**src/hdl/timer_pkg.sv**
```systemverilog
// Purpose: Constants and types shared by the dual timer/counter block
// Assumes: Register index times four gives the AXI4-Lite byte address
// Notes:   Registers are 8 bits wide in the low byte of each word
`default_nettype none
package timer_pkg;
  // ==========================================================================
  // Register indices
  localparam logic [7:0] IDX_TCTRL = 8'h88;
  localparam logic [7:0] IDX_MODE  = 8'h89;
  localparam logic [7:0] IDX_LOW0  = 8'h8A;
  localparam logic [7:0] IDX_LOW1  = 8'h8B;
  localparam logic [7:0] IDX_HIGH0 = 8'h8C;
  localparam logic [7:0] IDX_HIGH1 = 8'h8D;
  localparam logic [7:0] IDX_PRESC = 8'h8E;
  localparam logic [7:0] IDX_ISTAT = 8'h90;
  localparam logic [7:0] IDX_ICLR  = 8'h91;
  localparam logic [7:0] IDX_IEN   = 8'h92;
  localparam int         ADDR_W    = 12;

  // ==========================================================================
  // Field positions
  localparam int TC_OVF1  = 7;
  localparam int TC_RUN1  = 6;
  localparam int TC_OVF0  = 5;
  localparam int TC_RUN0  = 4;
  localparam int TC_XF1   = 3;
  localparam int TC_XT1   = 2;
  localparam int TC_XF0   = 1;
  localparam int TC_XT0   = 0;
  localparam int PS_DIV1  = 4;
  localparam int PS_DIV0  = 3;
  localparam int EV_OVF0  = 0;
  localparam int EV_OVF1  = 1;
  localparam int EV_XF0   = 2;
  localparam int EV_XF1   = 3;

  // ==========================================================================
  // Reset values and counts
  localparam logic [7:0] REG_RST   = 8'h00;
  localparam logic [3:0] EV_RST    = 4'h0;
  localparam logic [3:0] DIV_SLOW  = 4'd12;
  localparam logic [3:0] DIV_FAST  = 4'd4;
  localparam logic [7:0] BYTE_MAX  = 8'hFF;
  localparam logic [4:0] LOW5_MAX  = 5'h1F;

  // ==========================================================================
  // Modes and bus answers
  localparam logic [1:0] MODE_13BIT  = 2'b00;
  localparam logic [1:0] MODE_16BIT  = 2'b01;
  localparam logic [1:0] MODE_RELOAD = 2'b10;
  localparam logic [1:0] MODE_SPLIT  = 2'b11;
  localparam logic [1:0] RESP_OKAY   = 2'b00;
  localparam logic [1:0] RESP_SLVERR = 2'b10;

  typedef struct packed {
    logic       gate;
    logic       count_sel;
    logic [1:0] mode;
  } tmode_s;
endpackage : timer_pkg
`default_nettype wire

```
**src/hdl/pin_sync.sv**
```systemverilog
// Purpose: Two-stage synchroniser with falling-edge detect for one pin
// Assumes: Pin is asynchronous to aclk
// Notes:   Falling edge is a one-cycle pulse after the synchronised level
`timescale 1ns/10ps
`default_nettype none
module pin_sync (
  input  wire logic aclk,
  input  wire logic aresetn,
  input  wire logic pin,
  output var  logic level,
  output var  logic fall
);
  logic meta_r;
  logic prev_r;

  always_ff @(posedge aclk) begin
    if (!aresetn) begin
      meta_r <= 1'b1;
      level  <= 1'b1;
      prev_r <= 1'b1;
      fall   <= 1'b0;
    end else begin
      meta_r <= pin;
      level  <= meta_r;
      prev_r <= level;
      fall   <= prev_r & ~level;
    end
  end
endmodule : pin_sync
`default_nettype wire

```
**src/hdl/dual_timer_counter_ext_irq.sv**
```systemverilog
// Purpose: Two 16-bit timer/counters with external request detection
// Assumes: Registers reached over AXI4-Lite, one 8-bit register per word
// Notes:   vector_ack pulses clear flags when the CPU enters a handler
// Operation
// [RL1] External flag set by edge/level, cleared on vector
// [RL2] Type bit: set falling edge, clear low level
// [RL3] Gate set: run only while pin high
// [RL4] Counter select counts count-pin falling edges
// [RL5] Mode 0: 13-bit, low five bits prescale
// [RL6] Mode 1: full 16-bit counter
// [RL7] Mode 2: low byte reloads from high byte
// [RL8] Mode 3: timer 0 splits into two bytes
// [RL9] Timer 1 in mode 3 holds its value
// [RL10] Mode register: timer 1 high nibble
// [RL11] Timer 1 clock divides by 12 or 4
// [RL12] Timer 0 clock divides by 12 or 4
// [RL13] Overflow flag set, cleared on vector, writable
// [RL14] Run bit starts and stops each timer
// [RL15] Overflow is wrap; split high byte flags timer 1
// [RL16] Sources hold pin levels for one count clock
`timescale 1ns/10ps
`default_nettype none
module dual_timer_counter_ext_irq
  import timer_pkg::*;
(
  input  wire logic              aclk,
  input  wire logic              aresetn,
  input  wire logic [ADDR_W-1:0] awaddr,
  input  wire logic              awvalid,
  output var  logic              awready,
  input  wire logic [31:0]       wdata,
  input  wire logic [3:0]        wstrb,
  input  wire logic              wvalid,
  output var  logic              wready,
  output var  logic [1:0]        bresp,
  output var  logic              bvalid,
  input  wire logic              bready,
  input  wire logic [ADDR_W-1:0] araddr,
  input  wire logic              arvalid,
  output var  logic              arready,
  output var  logic [31:0]       rdata,
  output var  logic [1:0]        rresp,
  output var  logic              rvalid,
  input  wire logic              rready,
  input  wire logic              ext_irq0_pin,
  input  wire logic              ext_irq1_pin,
  input  wire logic              timer0_count_pin,
  input  wire logic              timer1_count_pin,
  input  wire logic [3:0]        vector_ack,
  output var  logic [3:0]        req_flags,
  output var  logic              irq
);
  // ==========================================================================
  // State
  logic [ADDR_W-1:0] aw_addr_r;
  logic              aw_full_r;
  logic [7:0]        w_data_r;
  logic              w_strb_r;
  logic              w_full_r;
  logic [1:0]        ovf_flag_r;
  logic [1:0]        run_r;
  logic [1:0]        ext_flag_r;
  logic [1:0]        ext_type_r;
  tmode_s [1:0]      tmode_r;
  logic [7:0]        lo0_r;
  logic [7:0]        hi0_r;
  logic [7:0]        lo1_r;
  logic [7:0]        hi1_r;
  logic [1:0]        div_sel_r;
  logic [3:0]        istat_r;
  logic [3:0]        ien_r;
  logic [3:0]        lvl;
  logic [3:0]        fall;
  logic [1:0]        tick;
  logic [1:0]        inc;
  logic              hi0_inc;
  logic [16:0]       step0;
  logic [16:0]       step1;
  logic [1:0]        ev_ovf;
  logic [1:0]        ev_ext;
  logic              wr_go;
  logic              wr_hit;
  logic              wr_en;
  logic [7:0]        wr_idx;
  logic [7:0]        wdat;
  logic              rd_hit;
  logic [7:0]        rd_val;

  // ==========================================================================
  // Pin synchronisers: ext0, ext1, count0, count1
  logic [3:0] pins;
  assign pins = {timer1_count_pin, timer0_count_pin, ext_irq1_pin,
                 ext_irq0_pin};

  for (genvar i = 0; i < 4; i++) begin : g_sync
    pin_sync u_sync (
      .aclk    (aclk),
      .aresetn (aresetn),
      .pin     (pins[i]),
      .level   (lvl[i]),
      .fall    (fall[i])
    );
  end

  // ==========================================================================
  // Prescalers
  for (genvar i = 0; i < 2; i++) begin : g_div
    logic [3:0] lim;
    logic [3:0] cnt_r;
    assign lim     = div_sel_r[i] ? DIV_FAST : DIV_SLOW;        // [RL11] [RL12]
    assign tick[i] = cnt_r >= lim - 4'd1;
    always_ff @(posedge aclk) begin
      if (!aresetn) begin
        cnt_r <= 4'd0;
      end else if (tick[i]) begin
        cnt_r <= 4'd0;
      end else begin
        cnt_r <= cnt_r + 4'd1;
      end
    end
  end

  // ==========================================================================
  // Counting
  function automatic logic [16:0] step(input logic [1:0] md,
                                       input logic [7:0] lo,
                                       input logic [7:0] hi);
    logic [16:0] r;
    r = {1'b0, hi, lo};
    unique case (md)
      MODE_13BIT: begin                                          // [RL5]
        if (lo[4:0] == LOW5_MAX) begin
          r = {hi == BYTE_MAX, hi + 8'h01, lo[7:5], 5'h00};
        end else begin
          r = {1'b0, hi, lo[7:5], lo[4:0] + 5'h01};
        end
      end
      MODE_16BIT:  r = {1'b0, hi, lo} + 17'h0_0001;             // [RL6]
      MODE_RELOAD: begin                                         // [RL7]
        if (lo == BYTE_MAX) begin
          r = {1'b1, hi, hi};
        end else begin
          r = {1'b0, hi, lo + 8'h01};
        end
      end
      MODE_SPLIT:  r = {lo == BYTE_MAX, hi, lo + 8'h01};        // [RL8]
    endcase
    return r;
  endfunction : step

  always_comb begin
    inc[0] = run_r[0] & (~tmode_r[0].gate | lvl[0])              // [RL3] [RL14]
           & (tmode_r[0].count_sel ? fall[2] : tick[0]);         // [RL4]
    inc[1] = run_r[1] & (~tmode_r[1].gate | lvl[1])              // [RL3] [RL14]
           & (tmode_r[1].count_sel ? fall[3] : tick[1])          // [RL4]
           & (tmode_r[1].mode != MODE_SPLIT);                    // [RL9]
    hi0_inc = (tmode_r[0].mode == MODE_SPLIT) & run_r[1] & tick[0]; // [RL8]
    step0 = step(tmode_r[0].mode, lo0_r, hi0_r);
    step1 = step(tmode_r[1].mode, lo1_r, hi1_r);
    ev_ovf[0] = inc[0] & step0[16];                              // [RL15]
    if (tmode_r[0].mode == MODE_SPLIT) begin
      ev_ovf[1] = hi0_inc & (hi0_r == BYTE_MAX);                 // [RL15]
    end else begin
      ev_ovf[1] = inc[1] & step1[16];
    end
    ev_ext[0] = ext_type_r[0] ? fall[0] : (~lvl[0] & ~ext_flag_r[0]);
    ev_ext[1] = ext_type_r[1] ? fall[1] : (~lvl[1] & ~ext_flag_r[1]);
  end

  // ==========================================================================
  // Register write decode
  assign wr_idx = aw_addr_r[9:2];
  assign wdat   = w_data_r;
  assign wr_go  = aw_full_r & w_full_r & ~bvalid;
  assign wr_hit = (aw_addr_r[ADDR_W-1:10] == '0)
                & (((wr_idx >= IDX_TCTRL) & (wr_idx <= IDX_PRESC))
                 | ((wr_idx >= IDX_ISTAT) & (wr_idx <= IDX_IEN)));
  assign wr_en  = wr_go & wr_hit & w_strb_r;

  always_ff @(posedge aclk) begin
    if (!aresetn) begin
      tmode_r   <= REG_RST;
      div_sel_r <= 2'b00;
      ien_r     <= EV_RST;
    end else if (wr_en) begin
      if (wr_idx == IDX_MODE) begin
        tmode_r <= wdat;                                         // [RL10]
      end
      if (wr_idx == IDX_PRESC) begin
        div_sel_r <= {wdat[PS_DIV1], wdat[PS_DIV0]};             // [RL11] [RL12]
      end
      if (wr_idx == IDX_IEN) begin
        ien_r <= wdat[3:0];
      end
    end
  end

  // Software writes win over counting in the same cycle
  always_ff @(posedge aclk) begin
    if (!aresetn) begin
      lo0_r <= REG_RST;
      hi0_r <= REG_RST;
      lo1_r <= REG_RST;
      hi1_r <= REG_RST;
    end else begin
      if (wr_en && wr_idx == IDX_LOW0) begin
        lo0_r <= wdat;
      end else if (inc[0]) begin
        lo0_r <= step0[7:0];
      end
      if (wr_en && wr_idx == IDX_HIGH0) begin
        hi0_r <= wdat;
      end else if (hi0_inc) begin
        hi0_r <= hi0_r + 8'h01;                                  // [RL8]
      end else if (inc[0]) begin
        hi0_r <= step0[15:8];
      end
      if (wr_en && wr_idx == IDX_LOW1) begin
        lo1_r <= wdat;
      end else if (inc[1]) begin
        lo1_r <= step1[7:0];
      end
      if (wr_en && wr_idx == IDX_HIGH1) begin
        hi1_r <= wdat;
      end else if (inc[1]) begin
        hi1_r <= step1[15:8];
      end
    end
  end

  // ==========================================================================
  // Control flags; hardware set beats software or vector clear
  logic tc_wr;
  assign tc_wr = wr_en & (wr_idx == IDX_TCTRL);

  always_ff @(posedge aclk) begin
    if (!aresetn) begin
      ovf_flag_r <= 2'b00;
      run_r      <= 2'b00;
      ext_flag_r <= 2'b00;
      ext_type_r <= 2'b00;
    end else begin
      if (tc_wr) begin
        run_r      <= {wdat[TC_RUN1], wdat[TC_RUN0]};           // [RL14]
        ext_type_r <= {wdat[TC_XT1], wdat[TC_XT0]};             // [RL2]
        ovf_flag_r <= {wdat[TC_OVF1], wdat[TC_OVF0]} | ev_ovf;  // [RL13]
      end else begin
        ovf_flag_r <= (ovf_flag_r & ~vector_ack[1:0]) | ev_ovf; // [RL13]
      end
      for (int i = 0; i < 2; i++) begin
        if (!ext_type_r[i]) begin
          ext_flag_r[i] <= ~lvl[i];                              // [RL1]
        end else if (tc_wr) begin
          ext_flag_r[i] <= wdat[TC_XF0 + 2*i] | fall[i];         // [RL1]
        end else begin
          ext_flag_r[i] <= (ext_flag_r[i] & ~vector_ack[2+i])
                         | fall[i];                              // [RL1] [RL2]
        end
      end
    end
  end

  assign req_flags = {ext_flag_r[1], ext_flag_r[0], ovf_flag_r[1],
                      ovf_flag_r[0]};

  // ==========================================================================
  // Interrupt status, clear and enable
  logic [3:0] iclr;
  assign iclr = (wr_en && wr_idx == IDX_ICLR) ? wdat[3:0] : EV_RST;

  always_ff @(posedge aclk) begin
    if (!aresetn) begin
      istat_r <= EV_RST;
      irq     <= 1'b0;
    end else begin
      istat_r <= (istat_r & ~iclr) | {ev_ext, ev_ovf};
      irq     <= |(istat_r & ien_r);
    end
  end

  // ==========================================================================
  // AXI4-Lite write channels
  always_ff @(posedge aclk) begin
    if (!aresetn) begin
      aw_full_r <= 1'b0;
      awready   <= 1'b1;
      aw_addr_r <= '0;
      w_full_r  <= 1'b0;
      wready    <= 1'b1;
      w_data_r  <= REG_RST;
      w_strb_r  <= 1'b0;
      bvalid    <= 1'b0;
      bresp     <= RESP_OKAY;
    end else begin
      if (awvalid && awready) begin
        aw_full_r <= 1'b1;
        awready   <= 1'b0;
        aw_addr_r <= awaddr;
      end else if (bvalid && bready) begin
        aw_full_r <= 1'b0;
        awready   <= 1'b1;
      end
      if (wvalid && wready) begin
        w_full_r <= 1'b1;
        wready   <= 1'b0;
        w_data_r <= wdata[7:0];
        w_strb_r <= wstrb[0];
      end else if (bvalid && bready) begin
        w_full_r <= 1'b0;
        wready   <= 1'b1;
      end
      if (wr_go) begin
        bvalid <= 1'b1;
        bresp  <= wr_hit ? RESP_OKAY : RESP_SLVERR;
      end else if (bvalid && bready) begin
        bvalid <= 1'b0;
      end
    end
  end

  // ==========================================================================
  // AXI4-Lite read channels
  always_comb begin
    rd_hit = araddr[ADDR_W-1:10] == '0;
    rd_val = REG_RST;
    unique case (araddr[9:2])
      IDX_TCTRL: rd_val = {ovf_flag_r[1], run_r[1], ovf_flag_r[0], run_r[0],
                           ext_flag_r[1], ext_type_r[1], ext_flag_r[0],
                           ext_type_r[0]};
      IDX_MODE:  rd_val = tmode_r;
      IDX_LOW0:  rd_val = lo0_r;
      IDX_LOW1:  rd_val = lo1_r;
      IDX_HIGH0: rd_val = hi0_r;
      IDX_HIGH1: rd_val = hi1_r;
      IDX_PRESC: rd_val = {3'b000, div_sel_r, 3'b000};
      IDX_ISTAT: rd_val = {4'h0, istat_r};
      IDX_ICLR:  rd_val = REG_RST;
      IDX_IEN:   rd_val = {4'h0, ien_r};
      default:   rd_hit = 1'b0;
    endcase
  end

  always_ff @(posedge aclk) begin
    if (!aresetn) begin
      arready <= 1'b1;
      rvalid  <= 1'b0;
      rdata   <= 32'h0000_0000;
      rresp   <= RESP_OKAY;
    end else if (arvalid && arready) begin
      arready <= 1'b0;
      rvalid  <= 1'b1;
      rdata   <= {24'h00_0000, rd_hit ? rd_val : REG_RST};
      rresp   <= rd_hit ? RESP_OKAY : RESP_SLVERR;
    end else if (rvalid && rready) begin
      rvalid  <= 1'b0;
      arready <= 1'b1;
    end
  end
endmodule : dual_timer_counter_ext_irq
`default_nettype wire

```
**config.mk**
```make
export PLATFORM = sky130hd
export DESIGN_NAME = dual_timer_counter_ext_irq
export DESIGN_NICKNAME = d
export VERILOG_FILES = /design/src/hdl/timer_pkg.sv /design/src/hdl/pin_sync.sv /design/src/hdl/dual_timer_counter_ext_irq.sv
export SDC_FILE = /design/constraint.sdc
export NUM_CORES = 1
export LEC_CHECK = 0
export ABC_AREA = 1
export BUFFER_PORTS_ARGS = -buffer_cell sky130_fd_sc_hd__buf_2
export CORE_MARGIN = 1
export CORE_UTILIZATION = 40
export CTS_CLUSTER_SIZE = 20
export DETAILED_ROUTE_END_ITERATION = 10
export PLACE_DENSITY = 0.7
export SETUP_SLACK_MARGIN = 0.4
export SKIP_CTS_REPAIR_TIMING = 1
export SYNTH_ARGS = -nofsm -noshare
export SYNTH_HDL_FRONTEND = slang
export SYNTH_SLANG_ARGS = --single-unit
```
**constraint.sdc**
```tcl
create_clock -name aclk -period 1.8 [get_ports aclk]
set_input_delay 0.18 -clock aclk [delete_from_list [all_inputs] [get_ports aclk]]
set_output_delay 0.18 -clock aclk [all_outputs]
set_load 0.02 [all_outputs]
```
# Word level (Yosys, flattened, before mapping)

Cells that the tools add are included.

Add/sub/neg operators: 12
Magnitude comparators: 6
Equal/unequal tests: 40
Muxes and demuxes: 44
Bitwise logic cells: 53
Reductions and logical operators: 33

Operators with widths:

| operator              | count |
|---|---|
| $eq 8x8->1 const B    | 23 |
| $pmux 17 s4           | 2 |
| $mux 8                | 10 |
| $pmux 8 s9            | 1 |
| $mux 17               | 4 |
| $add 16x1->17 const B | 2 |
| $add 8x1->8 const B   | 4 |
| $and 1x1->1           | 26 |
| $mux 1                | 21 |
| $ge 8x8->1 const B    | 2 |
| $le 8x8->1 const B    | 2 |
| $reduce_bool 2->1     | 7 |
| $mux 4                | 3 |
| $not 1->1             | 12 |
| $add 5x1->5 const B   | 2 |
| $eq 5x5->1 const B    | 2 |
| $logic_and 1x1->1     | 10 |
| $ne 2x2->1 const B    | 5 |
| $reduce_and 2->1      | 5 |
| $reduce_or 10->1      | 1 |
| $add 4x1->4 const B   | 2 |
| $and 4x4->4           | 2 |
| $eq 2x2->1 const B    | 4 |
| $ge 4x4->1            | 2 |
| 17 further kinds      | 34 |

Bits in registers: 123
Output and inout bits: 46
Logic and storage cells: 239

# Logic depth before layout (Yosys ltp)

Gate-level depths: netlist (run 1).

Depth in word-level cells: 11
Mapped depth: 13
Mapped depth without buffers: 13

# Cells and area by module

A second synthesis (run 1) with hierarchy kept.

Cell total of the unflattened synthesis: 1224
Area, all modules: 7460.9 um^2

By module, submodules not included:

| module                     | times used | cells an instance | area an instance (um^2) | seq. area each (um^2) |
|---|---|---|---|---|
| dual_timer_counter_ext_irq | 1          | 1176              | 7000.5                  | 2062.0 |
| pin_sync                   | 4          | 12                | 115.1                   | 80.1 |

# Least setup slack after synthesis (run 1)

OpenSTA, ideal clock, no wires.

Path kind: flip-flop to flip-flop
Start point: register lo1_r[0]
End point: register hi1_r[7]
Library setup time: 117 ps
Data arrival time: 1841 ps
Setup slack: -159 ps
Stages on the path, launching flop included: 14
Buffers on the path: 0
Period minus slack after synthesis: 1959 ps
Cells stage by stage: dfxtp_1 ha_1 nand2_1 nor2_2 ha_1 nor2_1 inv_1 nand3_1 nor2_2 inv_2 nand2_1 o21ai_1 nor2_1 nor2_1

Longest elaborated chain between the ends: 4
Elaborated cells on any way between the ends: 7
Those cells by class: add/sub: 1; eq/ne: 2; mux: 3; reduce/logical: 1

Ends and longest elaborated chain:

| what                     | line                              | RTL |
|---|---|---|
| start: declaration       | dual_timer_counter_ext_irq.sv:67  | `logic [7:0] lo1_r;` |
| start signal: assignment | dual_timer_counter_ext_irq.sv:219 | `lo1_r <= wdat;` |
| start signal: assignment | dual_timer_counter_ext_irq.sv:221 | `lo1_r <= step1[7:0];` |
| $add 16x1->17            | dual_timer_counter_ext_irq.sv:138 | `MODE_16BIT: r = {1'b0, hi, lo} + 17'h0_0001;` |
| $pmux 17 s4              | dual_timer_counter_ext_irq.sv:130 | `unique case (md)` |
| $mux 8                   | dual_timer_counter_ext_irq.sv:225 | `end else if (inc[1]) begin` |
| $mux 8                   | dual_timer_counter_ext_irq.sv:223 | `if (wr_en && wr_idx == IDX_HIGH1) begin` |
| end signal: assignment   | dual_timer_counter_ext_irq.sv:224 | `hi1_r <= wdat;` |
| end signal: assignment   | dual_timer_counter_ext_irq.sv:226 | `hi1_r <= step1[15:8];` |
| end: declaration         | dual_timer_counter_ext_irq.sv:68  | `logic [7:0] hi1_r;` |

Several ways; a longest one is shown, not always the timed one. The select of a mux whose other input is x is not followed.
A chain may end at the register's enable or synchronous reset.

# Worst setup path after layout (run 1)

Start point: register aw_addr_r[8]
End point: register lo0_r[2]

Longest elaborated chain between the ends: 8
Elaborated cells on any way between the ends: 14
Those cells by class: order compare: 4; eq/ne: 1; mux: 1; bitwise: 6; reduce/logical: 2

Ends and longest elaborated chain:

| what                                               | line                                                                 | RTL |
|---|---|---|
| start: declaration                                 | dual_timer_counter_ext_irq.sv:55                                     | `logic [ADDR_W-1:0] aw_addr_r;` |
| start signal: assignment                           | dual_timer_counter_ext_irq.sv:298                                    | `aw_addr_r <= awaddr;` |
| $ge 8x8->1, or another cell as far along           | dual_timer_counter_ext_irq.sv:176                                    | `& (((wr_idx >= IDX_TCTRL) & (wr_idx <= IDX_PRESC))` |
| $and 1x1->1, on equally long branches              | dual_timer_counter_ext_irq.sv:176, dual_timer_counter_ext_irq.sv:177 |  |
| $or 1x1->1                                         | dual_timer_counter_ext_irq.sv:177                                    | `\| ((wr_idx >= IDX_ISTAT) & (wr_idx <= IDX_IEN)));` |
| $and 1x1->1                                        | dual_timer_counter_ext_irq.sv:176                                    |  |
| $and 1x1->1 (2 in series)                          | dual_timer_counter_ext_irq.sv:178                                    | `assign wr_en = wr_go & wr_hit & w_strb_r;` |
| $logic_and 1x1->1 (*)                              | dual_timer_counter_ext_irq.sv:206                                    | `if (wr_en && wr_idx == IDX_LOW0) begin` |
| $mux 8 / $reduce_bool 2->1 (equally long branches) | --                                                                   |  |
| end signal: assignment                             | dual_timer_counter_ext_irq.sv:207                                    | `lo0_r <= wdat;` |
| end signal: assignment                             | dual_timer_counter_ext_irq.sv:209                                    | `lo0_r <= step0[7:0];` |
| end: declaration                                   | dual_timer_counter_ext_irq.sv:65                                     | `logic [7:0] lo0_r;` |

Mark *: on every way between the ends. The rest lies on a longest branch, timed or not.

==> summary.txt, run 1 <==
Status
  – Outcome: finished with violations
  – Violated checks: DRC, setup timing

Finish
  – Fillers: approximately 1.7k
  – Share of layout cells above drive strength 1: ~29%
  – Nets: approximately 1.4k
  – Post-layout util: 56.1%
  – Syn-to-layout area delta: 36.6%
  – Antenna fix cells: 0

Yosys
  – Synth Area in XOR/XNOR: 1.18%
  – Post-synth top area share: between 30% and 40%
  – Post-synth EDFFs: 0
  – Post-synth ARST share: 0%
  – Synth Instances: 1177
  – Main combinational cell family by area after synthesis: simple AND/OR/NAND/NOR gates
  – Largest area contributor in the netlist: dfxtp_1
  – Adder-Cell Fraction of Synth Area: 1.68%
  – Synthesized area per cell: 6.32 um2
  – Netlist Area Pre-Place: 7430 um2
  – Netlist cell types: 40
  – Yosys reg bits: 119
  – Compound-cell area share of the yosys netlist: 12.0%
  – Area contributors post-synth: dfxtp_1 32%, nand2_1 14%, nand3_1 11%
  – Simple-gate area share of the yosys netlist: 41.2%
  – Post-synth top flop: dfxtp_1
  – Mux cell area share after synthesis: 0%
  – Warnings, synthesis: 0
  – Sequential fraction of the synthesis area: between 30 and 40%

Clocking
  – CTS clk-pin slew, worst paths: approximately 0.06 ns
  – CTS tree: done
  – CTS Sinks: approximately 120
  – TritonCTS buffer count: 17
  – Worst-skew pair later-pin latency: 0.42 ns
  – CTS max path bufs: 2
  – Root Buffer: clkbuf_16
  – H-tree Lvls: 4

Placement
  – Global placement routability congestion: 0.923
  – # port buffers: 63
  – Post-DP HPWL: between 15 and 20 mm

Critical path
  – Top cell family by delay on the critical path: simple AND/OR/NAND/NOR gates
  – CP Cell Sequence: nor2_4 -> nand4_1 -> buf_4 -> nor2_4 -> nand4_4 -> nand3_2 -> nand3_2 -> nand2_1 -> inv_1
  – CP Launch Type: flip-flop
  – Delay of the slowest critical-path stage: 0.34 ns
  – Bufs and invs on worst path: 2
  – Type of element capturing the critical path: flip-flop
  – Kind of critical path: reg -> reg
  – Slowest cell on the critical path: dfxtp_2
  – Critical Path Fanout Max: 7
  – WP data arrival: 2.14 ns
  – Required time of the critical path: 2.12 ns

Detailed routing
  – Initial DRC Count: 958
  – Via count: 8534
  – Final antenna-violating net count: 0
  – Routed WL per cell: between 15 and 20 um
  – Vias per cell: 5.43
  – Remaining DRCs: 20
  – Drt pass-1 iters: 8
  – Routed Wire Length: 25.1 mm

Global routing
  – Initial antenna violation count: 0
  – Grt total ovfl: 0
  – Largest net degree at the start of global routing: 58
  – GRT Overall Usage: roughly a quarter
  – Number of global-route vias before repair: 7401
  – First-pass GRT wire length: ~37 mm

Floorplan
  – Die height: 138 um
  – DIE AREA: ~19000 um2
  – Core Area: 18100 um2
  – Num rows: 49
  – Horiz. Die Dim: 138 um
  – I/O pin count: around 120
  – Initial Util: 41.1%

STA
  – Setup WS post-layout: -0.0202 ns
  – Max Clock Freq: between 500 and 600 MHz
  – Max Slew Vio Count: 0
  – RSZ-0062 raised after global routing: yes
  – Fin Clk Skew: 0.00649 ns
  – Period utilization: 101%
  – Slew headroom: a little under 60%
  – Setup violators final: 4
  – Fin. Hold Viols: 0
  – Worst Tran Pin Value: ~0.62 ns
  – Period minus WS final: between 1.5 and 2 ns
  – WHS: 0.0173 ns

Power
  – Leakage power: 4.65 nW
  – Max VDD drop: 0.719 mV
  – Power Density: roughly 660 nW/um2

Min path
  – Hold crit path type: in -> reg

Job
  – Max-Cap Viols: 0
-- sequential cells by signal, summed over array words and instances, names as in the netlist, 2 cells and up --
name,count
aw_addr_r,10
div_sel_r,2
ext_flag_r,2
ext_type_r,2
g_div.cnt_r,8
g_sync.u_sync.fall,4
g_sync.u_sync.level,4
g_sync.u_sync.meta_r,4
g_sync.u_sync.prev_r,4
hi0_r,8
hi1_r,8
ien_r,4
istat_r,4
lo0_r,8
lo1_r,8
ovf_flag_r,2
rdata,8
run_r,2
tmode_r,8
w_data_r,8
-- worst paths after layout --
path / startpoint / endpoint / slack [ns] / cells past startpoint
hold / removal: rready / rvalid / 0.02 / 4
setup reg to reg: aw_addr_r[8] / lo0_r[2] / -0.02 / 9
hold reg to reg: g_sync[3].u_sync.prev_r / g_sync[3].u_sync.fall / 0.41 / 2
setup / recovery: aw_addr_r[8] / lo0_r[2] / -0.02 / 9
-- cell usage after synthesis, types with 9 or more instances --
library cell / n
or2_2: 13
xor2_1: 9
nand3b_1: 17
nand4_1: 41
dfxtp_1: 119
nor2_2: 12
nor2_1: 134
buf_4: 27
nand2_1: 279
o21ai_0: 61
clkbuf_1: 16
ha_1: 10
a21oi_1: 63
inv_1: 130
nor3_1: 12
nand3_1: 156
o21ai_1: 9
buf_2: 10
-- layout make-up --
class	instances	area, um2	share of cell area [%]
repair buffers	165	1280	12.6
clock buffers	17	425	4.19
multi-input cells	882	5040	49.6
flip-flops and latches	119	2420	23.9
clock inverters	15	140	1.38
well taps	229	287	2.82
inverters	145	564	5.56
-- stage by stage --
stage	power [mW]	TNS, ns	cell area [um2]	worst slack, ns	instances
2_1_floorplan	3.21	0	7840	0.0948	1202
3_3_place_gp	3.35	0	8640	0.0222	1508
3_5_place_dp	3.36	-0.0205	8640	-0.0137	1508
4_1_cts	6.64	-0.204	9200	-0.0452	1540
5_1_grt	6.92	-1.43	10200	-0.0969	1572
6_report	6.71	-0.0534	10200	-0.0202	1572
-- layer usage --
metal | routed length, um | share of wire [%] | up-vias | global-route usage [%]
met5 | 0 | 0 | - | 0
met4 | 802 | 3.2 | 0 | 9.52
met3 | 2360 | 9.4 | 74 | 3.91
met2 | 11400 | 45 | 447 | 38.8
met1 | 10600 | 42 | 3869 | 33.7
li1 | - | - | 4144 | -
-- tightest hold or removal path, delay by kind of cell --
kind            cells  cell delay [ns]
compound gates      1             0.05
simple gates        1             0.04
buf+inv             2             0.12
-- report_power, final --
| part | switching, mW | internal (mW) | total (mW) |
|---|---|---|---|
| logic | 0.402 | 0.195 | 0.597 |
| clock network | 1.39 | 1.92 | 3.31 |
| registers | 0.101 | 2.71 | 2.81 |
-- kinds of logic after synthesis --
logic type | count (synthesis)
AOI/OAI and AO/OA | 158
xor gates and xnor gates | 10
adders and majority gates | 10
buffers and inverters | 203
DFF | 119
other | 1
and+or+nand+nor | 676
-- layout by cell type, fill, tap and decap left out, types with 6 or more instances in the layout --
cell and instances:
nand2_1 252, nor2_2 16, dfxtp_2 13, nor2_4 21, inv_6 8, clkbuf_16 21, or2_2 13, nand3_2 35
a21oi_1 53, a21oi_2 6, conb_1 26, nand3_4 7, buf_2 63, a211oi_2 8, buf_6 12, nand2_2 15
o21ai_0 56, nor2_1 111, ha_4 6, nand4_1 41, inv_2 12, inv_1 122, nor3_1 8, dfxtp_4 6
nand3_1 118, nand3b_1 17, nand2_4 12, dfxtp_1 100, o211ai_1 7, xor2_1 9, buf_4 76, o21ai_1 9
(Power assumes the default switching activity.)
==> run 2, diff against run 1 <==
Settings changed: GPL_ROUTABILITY_DRIVEN from default to 0, PLACE_DENSITY 0.7 to 0.68.
Clock period 1.8 ns to 2.3 ns, I/O delays scaled along.
==> run 2 against run 1 <==
The run ends with DRC left; utilization fell by 6.0 points; wire length decreased by 9.7%; fmax about the same; via count is 6.2% lower; highest routed layer unchanged; critical endpoint is now hi0_r[3]; critical path depth up 1; largest cell class unchanged; hold slack gained 0.038 ns; non-clock buffer count decreased by 49; worst setup slack improved by 0.50 ns; clock power down 19%; clock skew up 0.0038 ns; total power down 21%; first-iteration DRC count down 27%.
==> summary.txt, run 2 (synthesis gave the netlist of run 1 again) <==
Power
  – Max VDD drop: 0.570 mV (-21%)
  – Tot Pwr: 5.29 mW (-21%)
  – Power Density: 584 nW/um2 (-12%)
  – Leakage power: 4.20 nW (-9.6%)

Critical path
  – Flop-to-flop setup slack: 0.48 ns (+0.50 ns)
  – Required time of the critical path: 2.66 ns (+0.54 ns)
  – Type of element capturing the critical path: flip-flop
  – Reg2Reg Depth: 10 (+1)
  – Critical Path Fanout Max: 6 (-1)
  – Reg-to-reg startpoint: lo0_r[2]
  – Kind of critical path: reg -> reg
  – RR Endpoint: hi0_r[3]
  – WP data arrival: 2.18 ns (+0.04 ns)
  – CP Launch Type: flip-flop

Detailed routing
  – Vias per cell: 5.26 (-3.1%)
  – Routed WL per cell: 14.9 um (-6.7%)
  – Remaining DRCs: 8 (-60%)
  – Routed Wire Length: 22.7 mm (-9.7%)
  – Final antenna-violating net count: 0 (unchanged)
  – Drt pass-1 iters: 9 (+1)
  – Via count: 8002 (-6.2%)
  – Initial DRC Count: 698 (-27%)

Min path
  – Min-Delay Path Depth: 3 (-1)
  – Hold crit path type: in -> reg
  – Hold path start: wdata[5]
  – Hold endpoint: w_data_r[5]

Clocking
  – CTS max path bufs: 2 (unchanged)
  – CTS Sinks: 119 (unchanged)
  – Worst-skew pair later-pin latency: 0.43 ns (about the same)
  – TritonCTS buffer count: 17 (unchanged)
  – CTS clk-pin slew, worst paths: 0.06 ns (about the same)
  – H-tree Lvls: 4 (unchanged)
  – Root Buffer: clkbuf_16
  – CTS tree: done

STA
  – Max Clock Freq: 550 MHz (about the same)
  – Fin. Hold Viols: 0 (unchanged)
  – Period utilization: 79.1% (-22 points)
  – Setup violators final: 0 (-4)
  – Period minus WS final: 1.82 ns (-0.000948 ns)
  – Worst Tran Pin Value: 0.622 ns (-0.000489 ns)
  – Setup TNS: 0 ns (+0.0534 ns)
  – RSZ-0062 raised after global routing: yes
  – Fin Clk Skew: 0.0103 ns (+0.00381 ns)
  – Max Slew Vio Count: 0 (unchanged)
  – Slew headroom: 58.5% (about the same)

Finish
  – Max reg flops: 10 (unchanged)
  – Fillers: 1817 (+8.5%)
  – Share of layout cells above drive strength 1: 19.0% (-10 points)
  – Antenna fix cells: 0 (unchanged)
  – Syn-to-layout area delta: 21.9%
  – Largest reg by FF count: aw_addr_r
  – Nets: 1364 (-3.6%)
  – Most frequent cells in the layout: 266 x nand2_1, 153 x nand3_1, 127 x nor2_1
  – FF+latch area: 2410 um2 (-0.52%)
  – Commonest non-fill, non-tap cell in the layout: nand2_1
  – Area of the multi-input gates: 4470 um2 (-11%)

Global routing
  – Number of global-route vias before repair: 7113 (-3.9%)
  – Initial antenna violation count: 0 (unchanged)
  – Largest net degree at the start of global routing: 58 (unchanged)
  – Grt total ovfl: 0 (unchanged)
  – GRT Overall Usage: 23.8% (-0.87 points)
  – First-pass GRT wire length: 36.0 mm (-3.5%)

Placement
  – # port buffers: 63 (unchanged)
  – Post-DP HPWL: 16.6 mm (-4.8%)

Floorplan
  – Core Area: 18100 um2 (unchanged)
  – Initial Util: 41.1% (unchanged)
  – Horiz. Die Dim: 138 um (unchanged)
  – I/O pin count: 121 (unchanged)
  – Die height: 138 um (unchanged)
  – DIE AREA: 19100 um2 (unchanged)
  – Num rows: 49 (unchanged)

Job
  – Max-Cap Viols: 0 (unchanged)

Status
  – Outcome: finished with violations
  – Violated checks: DRC
-- run 2: cell types whose count changed in the layout (fill, tap and decap cells not counted), sizes merged --
cell / delta
buf: -45
clkbuf: -3
clkinv: -1
clkinvlp: -3
inv: +3
nand4: -2
-- run 2: where the power goes --
part,switching [mW],total [mW],leakage [nW],internal [mW]
Clock,1.12,2.68,0.289,1.56
Sequential,0.0847,2.21,0.976,2.12
Combinational,0.275,0.400,2.94,0.126
Total,1.48,5.29,4.20,3.81
-- run 2: worst max path at each step --
stage,start,depth (start not counted),slack [ns],end
final,lo0_r[2],10,0.48,hi0_r[3]
after detailed placement,lo0_r[0],10,0.26,hi0_r[6]
after floorplan,lo1_r[0],13,0.40,hi1_r[7]
after global routing,lo0_r[1],11,0.35,hi0_r[6]
after global placement,lo0_r[0],10,0.30,hi0_r[6]
after CTS,lo0_r[0],10,0.24,hi0_r[6]
-- run 2: final cells by class --
class | instances | area share (%)
Tap cell | 229 | 3.16
Inverter | 145 | 6.03
Multi-Input combinational cell | 880 | 49.3
Clock inverter | 14 | 1.66
Clock buffer | 18 | 4.85
Timing Repair Buffer | 116 | 8.44
Sequential cell | 119 | 26.6
-- run 2: through the flow --
stage                     util [%]  worst slack, ns  cells  cell area, um2  hold slack, ns
final                         50.1            0.481   1521            9060          0.0555
after global routing          50.1            0.352   1521            9060          0.0775
after CTS                     47.9            0.242   1503            8660         -0.0293
after detailed placement      44.6            0.259   1471            8070           0.399
after global placement        44.6            0.298   1471            8070           0.393
after floorplan                  -            0.405   1202            7530           0.337
-- run 2: per-layer routing --
layer	vias to the layer above	track usage, %	part of all wire (%)	wire length [um]
li1	4026	-	-	-
met1	3606	31.8	44	10100
met2	313	37.4	45	10100
met3	57	3.98	7.6	1720
met4	0	11.0	3.3	743
met5	-	0	0	0
-- run 2: worst max-delay path, cell delays in order (launching register included) --
cell and delay (ns):
dfxtp_1 0.48, nand2_2 0.15, nor2_4 0.20, ha_4 0.17, inv_1 0.06, o21ai_2 0.13, nand2_2 0.09, buf_4 0.16
a21oi_1 0.12, nand2_1 0.07, a21oi_1 0.13
